===== src/shared/dids_pkg.sv =====
// Operation
// - two read-only 24-bit identity words sit from the program-space base, top byte reads zero.
// - the first word, at the base, returns a fixed family-and-part value in bits 15:0.
// - the second word, two locations higher, returns a fixed major/minor silicon revision.
// - both words are read through the table-read path, not the data bus.
// - the programming data pin takes serial data in and drives device information out on command.
// - while programming, any of the three clock/data pin pairs is accepted with no selection.
// - debug traffic uses the same pins: one carries the debug clock, the other the debug data.
// - the debug pair is chosen by the two-bit channel-select field in bits 1:0 of the debug config.
// - with debug enabled, the first 80 bytes of data RAM and two I/O pins are withheld.
package dids_pkg;
  localparam logic [23:0] PART_IDENTIFIER_ADDR  = 24'hff_0000;
  localparam logic [23:0] SILICON_REVISION_ADDR = 24'hff_0002;
  localparam int          ID_WIDTH              = 24;
  localparam int          ID_VALUE_WIDTH        = 16;
  localparam int          CHAN_SEL_LSB          = 0;
  localparam int          CHAN_SEL_WIDTH        = 2;
  localparam int          NUM_PAIRS             = 3;
  localparam int          DEBUG_RAM_BYTES       = 80;
  localparam int          RAM_ADDR_WIDTH        = 16;
  localparam int          CMD_BITS              = 4;
  localparam int          ADDR_BITS             = 24;
  localparam logic [3:0]  CMD_READ              = 4'h1;
  localparam logic [3:0]  CMD_WRITE             = 4'h2;
  // selection codes of the debug pair; 2'b00 reserved
  localparam logic [1:0]  CHAN_PAIR1            = 2'h3;
  localparam logic [1:0]  CHAN_PAIR2            = 2'h2;
  localparam logic [1:0]  CHAN_PAIR3            = 2'h1;
  // arbitrary neutral identity values
  localparam logic [15:0] PART_ID_DEFAULT       = 16'h0a5c;
  localparam logic [15:0] REVISION_DEFAULT      = 16'h0101;
endpackage


===== src/core/dids_pin_sync.sv =====
`timescale 1ns/1ps
`default_nettype none
module dids_pin_sync #(
  parameter int WIDTH = 1
) (
  input  wire logic             clock,
  input  wire logic             rst_n,
  input  wire logic [WIDTH-1:0] async_in,
  output var  logic [WIDTH-1:0] sync_out
);
  logic [WIDTH-1:0] meta_reg;
  logic [WIDTH-1:0] sync_reg;
  always_ff @(posedge clock or negedge rst_n) begin
    if (!rst_n) begin
      meta_reg <= '0;
      sync_reg <= '0;
    end else begin
      meta_reg <= async_in;
      sync_reg <= meta_reg;
    end
  end
  assign sync_out = sync_reg;
endmodule
`default_nettype wire


===== src/core/dids_top.sv =====
`timescale 1ns/1ps
`default_nettype none
module dids_top #(
  parameter logic [15:0] PART_ID  = dids_pkg::PART_ID_DEFAULT,
  parameter logic [15:0] REVISION = dids_pkg::REVISION_DEFAULT
) (
  input  wire logic        clock,
  input  wire logic        rst_n,
  // table-read port from the core
  input  wire logic        tbl_rd,
  input  wire logic        tbl_wr,
  input  wire logic [23:0] tbl_addr,
  output var  logic [23:0] tbl_rdata,
  output var  logic        tbl_rvalid,
  // debug configuration, loaded from configuration space
  input  wire logic        debug_enable,
  input  wire logic [1:0]  debug_channel_select,
  input  wire logic        prog_mode,
  // three clock/data pin pairs
  input  wire logic [2:0]  prog_debug_clock_pin,
  input  wire logic [2:0]  prog_debug_data_pin_in,
  output var  logic [2:0]  prog_debug_data_pin_out,
  output var  logic [2:0]  prog_debug_data_pin_oe,
  // reservation indications
  input  wire logic [15:0] ram_addr,
  output var  logic        ram_reserved,
  output var  logic [2:0]  pins_reserved,
  output var  logic [1:0]  active_pair,
  output var  logic        link_active
);
  typedef enum logic [3:0] {
    ST_CMD   = 4'b0001,
    ST_ADDR  = 4'b0010,
    ST_SHOUT = 4'b0100,
    ST_IGN   = 4'b1000
  } dids_state_t;

  function automatic logic [23:0] id_lookup(input logic [23:0] a);
    if (a == dids_pkg::PART_IDENTIFIER_ADDR)
      id_lookup = {8'h00, PART_ID};
    else if (a == dids_pkg::SILICON_REVISION_ADDR)
      id_lookup = {8'h00, REVISION};
    else
      id_lookup = 24'h00_0000;
  endfunction

  logic [2:0] clk_s;
  logic [2:0] dat_s;
  dids_pin_sync #(.WIDTH(6)) u_sync (
    .clock    (clock),
    .rst_n    (rst_n),
    .async_in ({prog_debug_clock_pin, prog_debug_data_pin_in}),
    .sync_out ({clk_s, dat_s})
  );

  // table-read path; writes ignored
  logic [23:0] rdata_reg, rdata_next;
  logic        rvalid_reg, rvalid_next;
  always_comb begin
    rdata_next  = rdata_reg;
    rvalid_next = tbl_rd;
    if (tbl_rd) begin
      rdata_next = id_lookup(tbl_addr);
    end
    // tbl_wr has no effect on stored values
  end
  always_ff @(posedge clock or negedge rst_n) begin
    if (!rst_n) begin
      rdata_reg  <= 24'h00_0000;
      rvalid_reg <= 1'b0;
    end else begin
      rdata_reg  <= rdata_next;
      rvalid_reg <= rvalid_next;
    end
  end

  // pair selection
  logic [1:0] sel_idx;
  logic       sel_ok;
  always_comb begin
    sel_ok  = 1'b1;
    unique case (debug_channel_select)
      dids_pkg::CHAN_PAIR1: sel_idx = 2'd0;
      dids_pkg::CHAN_PAIR2: sel_idx = 2'd1;
      dids_pkg::CHAN_PAIR3: sel_idx = 2'd2;
      default: begin
        sel_idx = 2'd0;
        sel_ok  = 1'b0;
      end
    endcase
  end

  // link engine; partner supplies the clock
  dids_state_t st_reg, st_next;
  logic [1:0]  pair_reg, pair_next;
  logic        lock_reg, lock_next;
  logic [2:0]  clk_d_reg;
  logic [4:0]  cnt_reg, cnt_next;
  logic [23:0] sh_reg, sh_next;
  logic [3:0]  cmd_reg, cmd_next;
  logic        dout_reg, dout_next;
  logic        doe_reg, doe_next;
  logic [2:0]  oe_reg, oe_next;
  logic [2:0]  rise;
  logic [2:0]  fall;
  logic        any_rise;
  logic        r_sel, f_sel, d_sel;
  logic [1:0]  pick;

  assign rise = clk_s & ~clk_d_reg;
  assign fall = ~clk_s & clk_d_reg;
  assign any_rise = |rise;

  always_comb begin
    pick = sel_idx;
    if (prog_mode) begin
      // first pair to clock wins
      if (rise[0]) pick = 2'd0;
      else if (rise[1]) pick = 2'd1;
      else pick = 2'd2;
    end
  end

  assign r_sel = rise[pair_reg];
  assign f_sel = fall[pair_reg];
  assign d_sel = dat_s[pair_reg];

  always_comb begin
    st_next   = st_reg;
    pair_next = pair_reg;
    lock_next = lock_reg;
    cnt_next  = cnt_reg;
    sh_next   = sh_reg;
    cmd_next  = cmd_reg;
    dout_next = dout_reg;
    doe_next  = doe_reg;
    // a new debug selection drops the old lock; the next cycle locks the new pair
    if (!prog_mode && (!(debug_enable && sel_ok) || (lock_reg && pair_reg != sel_idx))) begin
      lock_next = 1'b0;
      st_next   = ST_CMD;
      cnt_next  = 5'd0;
      doe_next  = 1'b0;
    end else if (!lock_reg) begin
      if (prog_mode ? any_rise : 1'b1) begin
        pair_next = pick;
        lock_next = 1'b1;
      end
    end else begin
      unique case (st_reg)
        ST_CMD: if (r_sel) begin
          cmd_next = {cmd_reg[2:0], d_sel};
          cnt_next = cnt_reg + 5'd1;
          if (cnt_reg == 5'(dids_pkg::CMD_BITS - 1)) begin
            cnt_next = 5'd0;
            st_next  = ST_ADDR;
          end
        end
        ST_ADDR: if (r_sel) begin
          sh_next  = {sh_reg[22:0], d_sel};
          cnt_next = cnt_reg + 5'd1;
          if (cnt_reg == 5'(dids_pkg::ADDR_BITS - 1)) begin
            cnt_next = 5'd0;
            if (cmd_reg == dids_pkg::CMD_READ) begin
              sh_next = id_lookup({sh_reg[22:0], d_sel});
              st_next = ST_SHOUT;
            end else begin
              // identity words are not writable
              st_next = ST_IGN;
            end
          end
        end
        ST_SHOUT: if (f_sel) begin
          doe_next  = 1'b1;
          dout_next = sh_reg[23];
          sh_next   = {sh_reg[22:0], 1'b0};
          cnt_next  = cnt_reg + 5'd1;
          if (cnt_reg == 5'(dids_pkg::ID_WIDTH)) begin
            doe_next = 1'b0;
            cnt_next = 5'd0;
            st_next  = ST_CMD;
          end
        end
        ST_IGN: if (r_sel) begin
          cnt_next = cnt_reg + 5'd1;
          if (cnt_reg == 5'(dids_pkg::ID_WIDTH - 1)) begin
            cnt_next = 5'd0;
            st_next  = ST_CMD;
          end
        end
        default: st_next = ST_CMD;
      endcase
    end
    // enable registered per pin so the pad control leaves a flip-flop directly
    oe_next = doe_next ? (3'b001 << pair_next) : 3'b000;
  end

  always_ff @(posedge clock or negedge rst_n) begin
    if (!rst_n) begin
      st_reg    <= ST_CMD;
      pair_reg  <= 2'd0;
      lock_reg  <= 1'b0;
      clk_d_reg <= 3'b000;
      cnt_reg   <= 5'd0;
      sh_reg    <= 24'h00_0000;
      cmd_reg   <= 4'h0;
      dout_reg  <= 1'b0;
      doe_reg   <= 1'b0;
      oe_reg    <= 3'b000;
    end else begin
      st_reg    <= st_next;
      pair_reg  <= pair_next;
      lock_reg  <= lock_next;
      clk_d_reg <= clk_s;
      cnt_reg   <= cnt_next;
      sh_reg    <= sh_next;
      cmd_reg   <= cmd_next;
      dout_reg  <= dout_next;
      doe_reg   <= doe_next;
      oe_reg    <= oe_next;
    end
  end

  // reservations while debugging
  logic       ramres_reg, ramres_next;
  logic [2:0] pres_reg, pres_next;
  always_comb begin
    ramres_next = debug_enable && sel_ok &&
                  (ram_addr < 16'(dids_pkg::DEBUG_RAM_BYTES));
    pres_next   = 3'b000;
    if (debug_enable && sel_ok) pres_next[sel_idx] = 1'b1;
  end
  always_ff @(posedge clock or negedge rst_n) begin
    if (!rst_n) begin
      ramres_reg <= 1'b0;
      pres_reg   <= 3'b000;
    end else begin
      ramres_reg <= ramres_next;
      pres_reg   <= pres_next;
    end
  end

  assign tbl_rdata               = rdata_reg;
  assign tbl_rvalid              = rvalid_reg;
  assign prog_debug_data_pin_out = {3{dout_reg}};
  assign prog_debug_data_pin_oe  = oe_reg;
  assign ram_reserved            = ramres_reg;
  assign pins_reserved           = pres_reg;
  assign active_pair             = pair_reg;
  assign link_active             = lock_reg;
endmodule
`default_nettype wire


===== config.mk =====
export PLATFORM = sky130hd
export DESIGN_NAME = dids_top
export DESIGN_NICKNAME = d
export VERILOG_FILES = /design/src/shared/dids_pkg.sv /design/src/core/dids_pin_sync.sv /design/src/core/dids_top.sv
export SDC_FILE = /design/constraint.sdc
export NUM_CORES = 1
export LEC_CHECK = 0
export BUFFER_PORTS_ARGS = -buffer_cell sky130_fd_sc_hd__buf_2
export CORE_ASPECT_RATIO = 1.5
export CORE_MARGIN = 5
export CORE_UTILIZATION = 25
export DETAILED_ROUTE_END_ITERATION = 6
export HOLD_SLACK_MARGIN = 0.03
export SLEW_MARGIN = 20
export SYNTH_ARGS = -nofsm -noshare
export SYNTH_HDL_FRONTEND = slang
export SYNTH_SLANG_ARGS = --single-unit

===== constraint.sdc =====
create_clock -name clock -period 5.7 [get_ports clock]
set_input_delay 1.14 -clock clock [delete_from_list [all_inputs] [get_ports clock]]
set_output_delay 1.14 -clock clock [all_outputs]
set_load 0.01 [all_outputs]

==> flow_summary.json <==
{
  "status": "finished clean",
  "crit_fanout": 48,
  "ys.flop_type": "dfrtp_1",
  "clkSlewWorstSetupHoldPaths_ns": 0.06,
  "vias_per_cell": 4.52,
  "place_ws_ns": 2.38,
  "finalHoldViolations": 0,
  "antenna_left": 0,
  "io_buffers": 70,
  "final_net_count": 461,
  "path_depth": 9,
  "cp-end-kind": "register",
  "drtPass1Iterations": 4,
  "multi_input_comb_area_um2": 1460,
  "power_mw": 1.24,
  "tightest_slew_ns": 0.827,
  "fp-row-count": 52,
  "critPathKind": "in -> reg",
  "cts_setup_buffers": 0,
  "setup_violations": 0,
  "hold_class": "reg -> reg",
  "grt_first_pass_wirelength_um": 12100,
  "fin_crit_ns": 2.92,
  "synth-seq-cells": 67,
  "area_growth_pct": 18.1,
  "maxCapViolations": 0,
  "grt_usage_pct": 9.13,
  "antenna_found_initial": 0,
  "synth_area_um2": 3410,
  "grt_max_degree": 68,
  "avgSynthCellArea_um2": 10.0,
  "worst-path-buf-inv": 3,
  "drtIter0Drc": 110,
  "cts_tree": "built",
  "fillers": 1386,
  "synthTopCellsByArea": "dfrtp_1, buf_4, nand2_1",
  "vias": 2563,
  "clockRootBuffer": "clkbuf_16",
  "layout-drive-gt1-share_pct": 26.4,
  "synth_commonest_cells": "dfrtp_1, nand2_1, buf_4",
  "finalSetupTns_ns": 0,
  "layout_worst_path_cycle_share_pct": 51.3,
  "die-width_um": 105,
  "die_y_um": 153,
  "drt_wl_total_um": 7020,
  "core_area_um2": 13500,
  "regArea_um2": 1680,
  "clock_latency_ns": 0.33,
  "synth-edff-count": 0,
  "dpl.hpwl_um": 5180,
  "worst_slack_ns": 2.78,
  "crit_chain": "buf_2 > inv_1 > ha_1 > xnor2_1 > nand2_1 > a31oi_1 > o211ai_1 > buf_4 > o41ai_1",
  "boundaryPins": 92,
  "synthCells": 341,
  "finalClockSkew_ns": 0.00775,
  "cp_top_family": "compound AO/OA/AOI/OAI gates",
  "slew_viol_final": 0,
  "grt_overflow_total": 0,
  "slew_headroom_pct": 44.9,
  "die_area_um2": 16100,
  "yosys_warnings": 0,
  "grt_pass1_vias": 2612,
  "routedWlPerCell_um": 12.4,
  "cp_data_arrival_time_ns": 3.15,
  "vdd_drop_max_v": 0.000180,
  "gp_congestion": 0.825,
  "start_kind": "primary input",
  "holdWs_ns": 0.341,
  "required_ns": 5.93,
  "power_density_nw_per_um2": 307,
  "initial_core_util_pct": 25.4,
  "largest_reg_flops": 24,
  "htree_levels": 3,
  "synthArstFlopShare_pct": 100,
  "cts_made_buffers": 9,
  "postCtsHoldBufs": 0,
  "leakagePower_nw": 1.84,
  "ff2ff_path_depth": 6,
  "cts_resized": 0,
  "diodes": 0,
  "clockBufferDepth": 2,
  "synth_top_area_cell": "dfrtp_1",
  "cp_slowest_stage_delay_ns": 0.54,
  "cpMaxStageDelayCell": "a31oi_1",
  "post-synth-top-count-cell": "dfrtp_1",
  "synth_top_area_share_pct": 48.4,
  "drc": 0,
  "rsz0062_at_grt": "no",
  "cts_sinks": 67,
  "min_path_cells": 0,
  "max_freq_mhz": 342,
  "seq_area_frac_synth_pct": 49.1,
  "synth_cell_types": 58
}
[path summary, 6_finish.rpt]
path,slack [ns],end,from
hold reg to reg,0.34,u_sync.sync_out[4],u_sync.meta_reg[4]
hold / removal,0.34,u_sync.sync_out[4],u_sync.meta_reg[4]
min in group asynchronous,0.98,prog_debug_data_pin_oe[2],rst_n
setup reg to reg,3.25,sh_reg[6],cmd_reg[1]
setup / recovery,2.78,sh_reg[0],debug_channel_select[0]
max in group asynchronous,4.17,sh_reg[12],rst_n
[layer usage]
| metal | vias up | part of all wire, % | global-route usage [%] |
|---|---|---|---|
| li1 | 1283 | - | - |
| met1 | 1225 | 40 | 9.70 |
| met2 | 40 | 54 | 16.4 |
| met3 | 15 | 3.0 | 2.28 |
| met4 | 0 | 3.0 | 4.88 |
| met5 | - | 0 | 0 |
[stage by stage]
stage | instances | instance area (µm²) | util, %
floorplan | 356 | 3470 | -
global placement | 552 | 3760 | 28.0
detailed placement | 552 | 3760 | 28.0
CTS | 567 | 4030 | 30.0
global route | 567 | 4030 | 30.0
finish | 567 | 4030 | 30.0
[cell usage in the layout (no fill, tap or decap), drive strengths merged, types with 8 or more instances in the layout]
| cell | netlist | final |
|---|---|---|
| a21oi | 19 | 19 |
| buf | 34 | 72 |
| clkbuf | 4 | 10 |
| conb | 1 | 16 |
| dfrtp | 66 | 66 |
| inv | 16 | 16 |
| nand2 | 51 | 51 |
| nand3 | 10 | 10 |
| nor2 | 12 | 12 |
| nor3 | 8 | 8 |
| nor4 | 9 | 9 |
| o21ai | 34 | 34 |
[kinds of logic (layout without fill, tap and decap cells)]
logic type / Yosys count / after routing / share of synthesized area (%)
AND/OR/NAND/NOR: 135 / 135 / 24.0
adder cells (fa/ha/maj): 6 / 6 / 2.20
other: 1 / 16 / 0.110
flip-flops: 67 / 67 / 49.1
XOR/XNOR: 3 / 3 / 0.770
AO/OA/AOI/OAI: 68 / 68 / 11.8
buffers and inverters: 54 / 103 / 9.78
multiplexers: 7 / 7 / 2.24
[layout make-up]
type / instances / area share [%]
clock buffers: 10 / 5.92
clock inverters: 5 / 0.744
inverters: 16 / 1.49
multi-input cells: 235 / 36.2
flip-flops and latches: 67 / 41.6
well taps: 162 / 5.02
repair buffers: 72 / 9.06
[where the power goes]
group	switching (mW)	internal [mW]	total (mW)
sequential	0.0503	0.515	0.565
clock	0.195	0.300	0.496
combinational	0.0961	0.0821	0.178
total	0.342	0.897	1.24
Note: power is estimated with default switching activity, not from simulation.
